$ cat config.mk
export PLATFORM = sky130hd
export DESIGN_NAME = dcc_timer
export DESIGN_NICKNAME = d
export VERILOG_FILES = /design/src/hdl/dcc_pkg.sv /design/src/hdl/dcc_timer.sv /design/src/hdl/dcc_sync.sv
export SDC_FILE = /design/constraint.sdc
export NUM_CORES = 1
export LEC_CHECK = 0
export ABC_AREA = 1
export BUFFER_PORTS_ARGS = -buffer_cell sky130_fd_sc_hd__buf_4
export CORE_MARGIN = 2
export CORE_UTILIZATION = 45
export CTS_CLUSTER_DIAMETER = 60
export DETAILED_ROUTE_END_ITERATION = 10
export PLACE_DENSITY = 0.79
export SETUP_SLACK_MARGIN = 0.4
export SYNTH_ARGS = -nofsm -noshare
export SYNTH_HDL_FRONTEND = slang
export SYNTH_HIERARCHICAL = 1
export SYNTH_SLANG_ARGS = --single-unit
$ cat constraint.sdc
create_clock -name ref_clk_i -period 2.9 [get_ports ref_clk_i]
set_input_delay 0.435 -clock ref_clk_i [delete_from_list [all_inputs] [get_ports ref_clk_i]]
set_output_delay 0.435 -clock ref_clk_i [all_outputs]
set_load 0.02 [all_outputs]
$ cat src/hdl/dcc_pkg.sv
// dcc_pkg: constants and types shared by the dual capture/compare timer
// assumes: single bus clock domain, 16-bit counter, two channels
package dcc_pkg;
  localparam int unsigned CNT_W = 16;
  localparam int unsigned PS_W = 3;
  localparam logic [CNT_W-1:0] CNT_ZERO = 16'h0000;
  localparam logic [CNT_W-1:0] CNT_ONE = 16'h0001;
  localparam logic [CNT_W-1:0] MOD_FREE = 16'h0000;
  localparam logic [6:0] PRE_ZERO = 7'h00;
  localparam logic [6:0] PRE_ONE = 7'h01;
  localparam logic [PS_W-1:0] PS_EXT = 3'h7;

  // channel edge/level select, as two bits per channel
  typedef enum logic [1:0] {
    DCC_EL_PORT = 2'b00,
    DCC_EL_A = 2'b01,
    DCC_EL_B = 2'b10,
    DCC_EL_AB = 2'b11
  } dcc_el_e;
  // input capture: A rising, B falling, AB either
  // output compare: A toggle, B clear, AB set
endpackage

$ cat src/hdl/dcc_timer.sv
// dcc_timer: two-channel 16-bit capture/compare timer with prescaler
// assumes: control bits are plain ports held stable by software logic;
// value writes are one-cycle strobes on ref_clk_i; pins are asynchronous
//
// How it works
// - a 16-bit counter runs free or counts up modulo a programmed value
// - the modulo value sets the terminal count when nonzero
// - the counter value is always visible and reading never disturbs it
// - each channel is separately an input capture or output compare channel
// - a three-bit select picks seven bus clock rates or the external clock
// - an active capture edge copies the counter into the channel value
// - capture edge is rising only, falling only, or either edge
// - a capture event can raise that channel's interrupt request
// - a compare match sets, clears or toggles the channel pin
// - a compare match can raise that channel's interrupt request
// - unbuffered writes replace the active compare value immediately
// - compare flag sets at the match tick; overflow flag at rollover
// - the link select on channel 0 joins both channels onto pin 0
// - linked: channel 0 controls first, channel 1 after its write and overflow
// - linked: at each overflow the last written channel takes control
// - linked: channel 0 controls and reports, channel 1 pin goes to port
// - toggle-on-overflow flips the compare pin at each rollover
// - stop and reset controls halt and clear the counter
// - overflow flag sets at rollover; request only with its enable
// - channel flag sets on each event; request only with its enable
`timescale 1ns/1ps
`default_nettype none
module dcc_timer
  import dcc_pkg::*;
(
  // clock and reset
  input wire logic ref_clk_i,
  input wire logic reset_n_i,
  // counter control
  input wire logic counter_stop_i,
  input wire logic counter_reset_i,
  input wire logic [dcc_pkg::PS_W-1:0] prescaler_select_i,
  input wire logic [dcc_pkg::CNT_W-1:0] modulo_value_i,
  input wire logic overflow_irq_enable_i,
  input wire logic overflow_flag_clear_i,
  // channel control, index 0 and 1
  input wire logic [1:0] channel_compare_mode_i,
  input wire logic link_buffered_select_i,
  input wire logic [1:0] channel_edge_a_i,
  input wire logic [1:0] channel_edge_b_i,
  input wire logic [1:0] channel_toggle_overflow_i,
  input wire logic [1:0] channel_irq_enable_i,
  input wire logic [1:0] channel_event_flag_clear_i,
  // channel value writes
  input wire logic [1:0] channel_value_write_i,
  input wire logic [dcc_pkg::CNT_W-1:0] channel_value_wdata_i,
  // pins
  input wire logic external_timer_clock_pin_i,
  input wire logic channel0_pin_i,
  input wire logic channel1_pin_i,
  output logic channel0_pin_o,
  output logic channel0_pin_oe_o,
  output logic channel1_pin_o,
  output logic channel1_pin_oe_o,
  // status
  output logic [dcc_pkg::CNT_W-1:0] counter_value_o,
  output logic [dcc_pkg::CNT_W-1:0] channel0_value_o,
  output logic [dcc_pkg::CNT_W-1:0] channel1_value_o,
  output logic overflow_flag_o,
  output logic [1:0] channel_event_flag_o,
  output logic overflow_irq_o,
  output logic [1:0] channel_irq_o,
  output logic active_channel_o
);
  import dcc_pkg::*;

  // edge test for the capture select bits: a for rising, b for falling
  function automatic logic el_edge(input logic a, input logic b,
                                   input logic cur, input logic prev);
    el_edge = (a && cur && !prev) || (b && !cur && prev);
  endfunction

  function automatic logic pin_action(input logic a, input logic b,
                                      input logic pin);
    if (a && b) begin
      pin_action = 1'b1;
    end else if (b) begin
      pin_action = 1'b0;
    end else begin
      pin_action = !pin;
    end
  endfunction

  logic ext_sync;
  logic ch0_sync;
  logic ch1_sync;

  // every pin crosses two flops before logic sees it
  dcc_sync u_sync_ext (
    .ref_clk_i(ref_clk_i),
    .reset_n_i(reset_n_i),
    .d_i(external_timer_clock_pin_i),
    .q_o(ext_sync)
  );
  dcc_sync u_sync_ch0 (
    .ref_clk_i(ref_clk_i),
    .reset_n_i(reset_n_i),
    .d_i(channel0_pin_i),
    .q_o(ch0_sync)
  );
  dcc_sync u_sync_ch1 (
    .ref_clk_i(ref_clk_i),
    .reset_n_i(reset_n_i),
    .d_i(channel1_pin_i),
    .q_o(ch1_sync)
  );

  logic [6:0] prescale;
  logic ext_prev;
  logic [1:0] pin_prev;
  logic [CNT_W-1:0] count;
  logic [CNT_W-1:0] chan_val [2];
  logic [1:0] chan_pin;
  logic ov_flag;
  logic [1:0] ev_flag;
  logic active;
  logic pending_swap;
  logic pending_to;

  logic [6:0] next_prescale;
  logic next_ext_prev;
  logic [1:0] next_pin_prev;
  logic [CNT_W-1:0] next_count;
  logic [CNT_W-1:0] next_chan_val [2];
  logic [1:0] next_chan_pin;
  logic next_ov_flag;
  logic [1:0] next_ev_flag;
  logic next_active;
  logic next_pending_swap;
  logic next_pending_to;

  logic tick;
  logic wrap;
  logic [1:0] pin_now;
  logic [1:0] is_cmp;
  logic [1:0] cap_ev;
  logic [1:0] cmp_ev;
  logic [CNT_W-1:0] cmp_val0;
  logic [6:0] pre_sum;
  logic linked;

  always_comb begin
    // select tick from prescaler tap or synchronised external edge
    next_prescale = prescale;
    next_ext_prev = ext_sync;
    pre_sum = prescale + PRE_ONE;
    tick = 1'b0;
    if (prescaler_select_i == PS_EXT) begin
      tick = ext_sync && !ext_prev;
    end else if (prescaler_select_i == 3'h0) begin
      tick = 1'b1;
    end else begin
      // divide by 2^ps: tick when low ps bits of the next value are zero
      tick = (pre_sum & ((PRE_ONE << prescaler_select_i) - PRE_ONE)) == PRE_ZERO;
    end
    if (!counter_stop_i) begin
      next_prescale = pre_sum;
    end
    if (counter_stop_i) begin
      tick = 1'b0;
    end
    if (counter_reset_i) begin
      next_prescale = PRE_ZERO;
      tick = 1'b0;
    end
  end

  always_comb begin
    linked = link_buffered_select_i;
    is_cmp = channel_compare_mode_i | {1'b0, linked};
    pin_now = {ch1_sync, ch0_sync};
    next_pin_prev = pin_now;
    // modulo of zero means free running over the full range
    wrap = tick && (modulo_value_i != MOD_FREE) && (count == modulo_value_i);
    if (tick && (modulo_value_i == MOD_FREE) && (count == {CNT_W{1'b1}})) begin
      wrap = 1'b1;
    end
    next_count = count;
    if (wrap) begin
      next_count = CNT_ZERO;
    end else if (tick) begin
      next_count = count + CNT_ONE;
    end
    if (counter_reset_i) begin
      next_count = CNT_ZERO;
    end
    cmp_val0 = linked ? chan_val[active] : chan_val[0];
    for (int i = 0; i < 2; i++) begin
      cap_ev[i] = !is_cmp[i] &&
                  el_edge(channel_edge_a_i[i], channel_edge_b_i[i], pin_now[i],
                          pin_prev[i]);
    end
    // a linked pair keeps channel 1 as buffer, so its pin must not capture into it
    cap_ev[1] = cap_ev[1] && !linked;
    cmp_ev[0] = is_cmp[0] && tick && (count == cmp_val0);
    cmp_ev[1] = is_cmp[1] && !linked && tick && (count == chan_val[1]);
  end

  always_comb begin
    for (int i = 0; i < 2; i++) begin
      next_chan_val[i] = chan_val[i];
      if (channel_value_write_i[i]) begin
        next_chan_val[i] = channel_value_wdata_i;
      end
      if (cap_ev[i]) begin
        next_chan_val[i] = count;
      end
    end
    // linked pair: remember last written channel, hand over at rollover
    next_active = active;
    next_pending_swap = pending_swap;
    next_pending_to = pending_to;
    if (linked) begin
      if (channel_value_write_i[1]) begin
        next_pending_swap = 1'b1;
        next_pending_to = 1'b1;
      end else if (channel_value_write_i[0]) begin
        next_pending_swap = 1'b1;
        next_pending_to = 1'b0;
      end
      if (wrap && pending_swap) begin
        next_active = pending_to;
        next_pending_swap = channel_value_write_i != 2'b00;
      end
    end else begin
      next_active = 1'b0;
      next_pending_swap = 1'b0;
      next_pending_to = 1'b0;
    end
  end

  always_comb begin
    for (int i = 0; i < 2; i++) begin
      next_chan_pin[i] = chan_pin[i];
      // overflow toggle wins over a simultaneous compare
      if (is_cmp[i] && wrap && channel_toggle_overflow_i[i]) begin
        next_chan_pin[i] = !chan_pin[i];
      end else if (cmp_ev[i]) begin
        next_chan_pin[i] = pin_action(channel_edge_a_i[i], channel_edge_b_i[i],
                                      chan_pin[i]);
      end
    end
    // set wins over clear
    next_ov_flag = (ov_flag && !overflow_flag_clear_i) || wrap;
    next_ev_flag = (ev_flag & ~channel_event_flag_clear_i) | cap_ev | cmp_ev;
    if (linked) begin
      next_ev_flag[1] = 1'b0;
    end
  end

  always_ff @(posedge ref_clk_i or negedge reset_n_i) begin
    if (!reset_n_i) begin
      prescale <= PRE_ZERO;
      ext_prev <= 1'b0;
      pin_prev <= 2'b00;
      count <= CNT_ZERO;
      chan_val[0] <= CNT_ZERO;
      chan_val[1] <= CNT_ZERO;
      chan_pin <= 2'b00;
      ov_flag <= 1'b0;
      ev_flag <= 2'b00;
      active <= 1'b0;
      pending_swap <= 1'b0;
      pending_to <= 1'b0;
    end else begin
      prescale <= next_prescale;
      ext_prev <= next_ext_prev;
      pin_prev <= next_pin_prev;
      count <= next_count;
      chan_val[0] <= next_chan_val[0];
      chan_val[1] <= next_chan_val[1];
      chan_pin <= next_chan_pin;
      ov_flag <= next_ov_flag;
      ev_flag <= next_ev_flag;
      active <= next_active;
      pending_swap <= next_pending_swap;
      pending_to <= next_pending_to;
    end
  end

  // outputs registered from next values, so they track state exactly
  always_ff @(posedge ref_clk_i or negedge reset_n_i) begin
    if (!reset_n_i) begin
      counter_value_o <= CNT_ZERO;
      channel0_value_o <= CNT_ZERO;
      channel1_value_o <= CNT_ZERO;
      overflow_flag_o <= 1'b0;
      channel_event_flag_o <= 2'b00;
      overflow_irq_o <= 1'b0;
      channel_irq_o <= 2'b00;
      active_channel_o <= 1'b0;
      channel0_pin_o <= 1'b0;
      channel0_pin_oe_o <= 1'b0;
      channel1_pin_o <= 1'b0;
      channel1_pin_oe_o <= 1'b0;
    end else begin
      counter_value_o <= next_count;
      channel0_value_o <= next_chan_val[0];
      channel1_value_o <= next_chan_val[1];
      overflow_flag_o <= next_ov_flag;
      channel_event_flag_o <= next_ev_flag;
      overflow_irq_o <= next_ov_flag && overflow_irq_enable_i;
      channel_irq_o <= next_ev_flag & channel_irq_enable_i;
      active_channel_o <= next_active;
      channel0_pin_o <= next_chan_pin[0];
      channel0_pin_oe_o <= is_cmp[0] &&
                           ((channel_edge_a_i[0] | channel_edge_b_i[0]) == 1'b1);
      channel1_pin_o <= next_chan_pin[1];
      channel1_pin_oe_o <= is_cmp[1] && !linked &&
                           ((channel_edge_a_i[1] | channel_edge_b_i[1]) == 1'b1);
    end
  end
endmodule
`default_nettype wire

$ cat src/hdl/dcc_sync.sv
// dcc_sync: two-flop synchroniser for one asynchronous level
// assumes: d_i comes from outside the ref_clk_i domain
`timescale 1ns/1ps
`default_nettype none
module dcc_sync (
  // clock and reset
  input wire logic ref_clk_i,
  input wire logic reset_n_i,
  // level
  input wire logic d_i,
  output logic q_o
);
  logic meta;
  logic next_meta;
  logic next_q;

  always_comb begin
    next_meta = d_i;
    next_q = meta;
  end

  always_ff @(posedge ref_clk_i or negedge reset_n_i) begin
    if (!reset_n_i) begin
      meta <= 1'b0;
      q_o <= 1'b0;
    end else begin
      meta <= next_meta;
      q_o <= next_q;
    end
  end
endmodule
`default_nettype wire

==> flow_results.org <==
** Global routing
- Residual overflow from global routing :: 0
- The first global-routing pass estimated 24.6 mm of wire.
- Global routing consumed, over all layers together, 24.9% of the routing resources.
- Entering global routing, the biggest net connects 78 pins.
- The number of antenna violations at the first check in global routing was 0.
- The via count of the first global-routing pass came to 4934.

** Min path
- The worst hold path belongs to the class primary input to flop.
- Counting instances, the worst hold path has a depth of 1.

** Cells and area
- Relative to the synthesized area, the layout overhead comes to 23.6%.
- The multi-input combinational cells in the finished layout cover a total of 2740 sq um.
- Share of post-route cells with drive strength above 1 :: 20.5%
- The filler cells instantiated in the layout total 1067.
- 0 antenna diodes ended up in the layout.
- Final instance area :: 6400 sq um
- Count of placed standard cells in the final layout, fillers left out :: 958
- Registers take 1930 sq um.
- The net count of the finished layout is 872.

** Power and ir drop
- Per report_power, the combinational group accounts for 20.6% of the total.
- Leakage :: 0.00316 uW
- Sequential group share of total power :: 40.0%
- The clock network is responsible for 39.4% of the overall power.
- Worst vdd rail ir drop :: 0.248 mV
- Cell internal power was estimated by the tool at 2100 uW.
- The analysis attributes to net switching a power of 907 uW.
- In this run switching power makes up 30.2% of total power.
- Total power divided by cell area :: 470 nW/um^2

** Drt
- Final routed wire length divided by cell count :: 16.1 um
- After detailed routing, the wire length on met1 is 6.55 mm.
- Signal routing reaches up to met4.
- After detailed routing, the met3 layer carries 1.28 mm of wire.
- Wires add up to 15.4 mm.
- For this block, the via count after detailed routing is 5274.
- Wire segments on met2 add up to 7.15 mm in the final route.
- Before antenna repair, the detailed router went through 6 iterations.
- The count of nets left with antenna violations once routing finished came out at 0.
- For this run, design rule violations remaining after detail routing come to 0.
- The detailed router finished its first iteration with 502 violations.
- Detail-routed via count per cell :: 5.51

** Timing
- In the final timing run, aggregate negative setup slack is 0 ps.
- Normalized max-slew margin :: 33.6%
- Of the available clock period, the critical path in the final layout requires 74.6%.
- Setup violations remaining at the end of the flow were counted as 0.
- Setup repair after global routing missed its margin :: no
- Min setup slack post-route :: 737 ps
- Final Skew :: 7.45 ps
- Static timing analysis puts the maximum clock frequency at 0.462 GHz.
- Worst Max-Slew Pin Slew :: 996 ps
- Min cycle time layout :: 2160 ps
- The final number of max-transition violations is 0.
- Final Hold Vio Count :: 0

** Placed design
- After legalization and detailed placement, the total HPWL measured 11.2 mm.
- Gp weighted congestion :: 0.933
- Post-detailed-placement cell area :: 6090 sq um
- Cells after DPL :: 942
- Buffers placed on the I/O ports in this run total 117.
- Worst setup slack before clock tree synthesis :: 617 ps

** Synthesis
- Post-synthesis instance area :: 5180 sq um
- Counting every net in the synthesized netlist gives 771.
- The synthesized design contains 0 enable-type register cells.
- The most used flip-flop cell after synthesis is dfrtp_1.
- Syn. warnings :: 6
- In the post-synthesis netlist, the biggest area contributors are dfrtp_1, nand2_1, nand3_1.
- Post-synthesis average cell area :: 7.30 sq um
- The share of synthesized area in the top cell type comes to 37.2%.
- Dominant cell by count in the synthesized netlist :: nand2_1
- Sorting the synthesized cells by how often they occur yields nand2_1, nand3_1, inv_1.
- Ys async rst share :: 100%
- Count of state elements after synthesis :: 77
- Number of distinct library cell variants in the gate-level netlist after synthesis :: 44
- Synthesis produced 709 cells.
- Dominant cell type by area after synthesis :: dfrtp_1
- Post-synthesis sequential area ratio :: 37.2%

** CTS
- Buffers added to address setup during post-CTS repair amount to 0.
- Clock Sink Count :: 77
- Clock tree from TritonCTS :: built
- Count of H-tree levels built during CTS :: 3
- Counting along the longest clock path gives a buffer depth of 2.
- Clock-pin slew was measured on the worst setup and hold paths at 60 ps.
- Clock root buffer master :: clkbuf_16
- Cts repair resizes :: 0
- Clock insertion delay at the later pin of the skew report :: 350 ps
- TritonCTS created 9 clock buffers.
- Hold bufs inserted after CTS :: 0

** Worst setup path
- The worst setup path is captured at a flop.
- Setup slack on the worst reg-to-reg path comes out at 740 ps.
- On the worst path, the slowest cell contributes a delay of 620 ps.
- Among the stages of the critical path, the cell type that occurs most often is nand2_1.
- Crit Path Max Fanout :: 27
- The signal on the critical path passes through nand2_4, inv_1, nand2_1, nand3_1, nand2_1, nor2_1, nand2_1, nor2_1, nand3_1, o21bai_1, nand2_1, nand2_1, nand2_1.
- STA puts the critical path data required time at 3140 ps.
- Critical path launch point type :: flop
- Critical path arrival :: 2400 ps
- Critical setup path kind :: flop to flop
- Counting cells, the worst reg-to-reg path comes to 13.
- Slowest stage cell, crit path :: dfrtp_1

** Die
- In this run the core area contains 39 standard-cell rows.
- Core area :: 11300 sq um
- Effective utilization at floorplan :: 45.7%
- In this run the vertical extent of the chip is 111 um.
- Die Span X :: 111 um
- 118 I/O pins were placed.
- Area of the die :: 12400 sq um

** Run
- Number of violations of the max-capacitance limit :: 0

** Outcome
- The run finished with clean final reports.
==> metrics by stage <==
stage	hold WS (ps)	util, %	total power (uW)
after floorplan	139	-	1570
after global placement	335	53.8	1830
after detailed placement	337	53.8	1830
after CTS	189	56.5	3010
after global routing	189	56.5	3140
final	190	56.5	3000
==> final cells by class <==
type / instances / share of cell area [%]
multi-input cells: 511 / 42.8
flip-flops and latches: 77 / 30.1
repair buffers: 119 / 14.0
inverters: 92 / 5.44
clock buffers: 11 / 3.95
well taps: 143 / 2.80
clock inverters: 5 / 0.919
==> per-layer routing <==
metal,vias to the layer above,track usage (%)
met5,-,0
met2,263,40.4
met4,0,10.5
li1,2547,-
met1,2427,33.1
met3,37,4.21
==> cell usage in the layout (no fill, tap or decap), types with 4 or more instances in the layout <==
master,count
a21oi_1,10
buf_4,119
clkbuf_16,9
dfrtp_1,77
inv_1,85
inv_2,5
nand2_1,177
nand2_2,4
nand3_1,101
nand4_1,15
nor2_1,61
nor3_1,4
o211ai_1,12
o21ai_0,25
o221ai_1,23
o22ai_2,9
xnor2_1,15
xor2_1,21
==> power by group through the flow <==
stage	Combinational (uW)	Clock (uW)	Sequential, uW
after floorplan	294	0	1270
after global placement	605	0	1220
after detailed placement	613	0	1220
after CTS	617	1190	1200
after global routing	682	1250	1210
final	618	1180	1200
==> cells by family (layout without fill, tap and decap cells) <==
| kind of cell | count (synthesis) | in the layout | synth area share, % |
|---|---|---|---|
| AO/OA/AOI/OAI | 91 | 91 | 12.9 |
| XOR/XNOR | 36 | 36 | 6.09 |
| adder cells (fa/ha/maj) | 3 | 3 | 0.725 |
| buffers and inverters | 121 | 227 | 9.86 |
| flip-flops | 77 | 77 | 37.2 |
| AND/OR/NAND/NOR | 381 | 381 | 33.2 |
==> sequential cells by signal, indices dropped and copies added, names as in the netlist, 2 cells and up <==
signal and flops:
pin_prev 2, chan_pin 2, channel_event_flag_o 2, channel0_value_o 16, channel_irq_o 2, counter_value_o 16
channel1_value_o 16, prescale 7
==> critical path: cells and delay by family (launching register included) <==
| family | cells | cell delay (ps) |
|---|---|---|
| compound gates | 1 | 150 |
| buf+inv | 1 | 180 |
| flops | 1 | 620 |
| simple gates | 11 | 1100 |
==> final timing paths <==
check / start / to
setup / recovery: active_channel_o / chan_pin[0]
hold / removal: external_timer_clock_pin_i / u_sync_ext/meta
setup reg to reg: active_channel_o / chan_pin[0]
hold reg to reg: u_sync_ch1/meta / u_sync_ch1/q_o
max in group asynchronous: reset_n_i / channel1_pin_oe_o
min in group asynchronous: reset_n_i / prescale[5]
No activity file was read; power rests on OpenSTA's default activity.
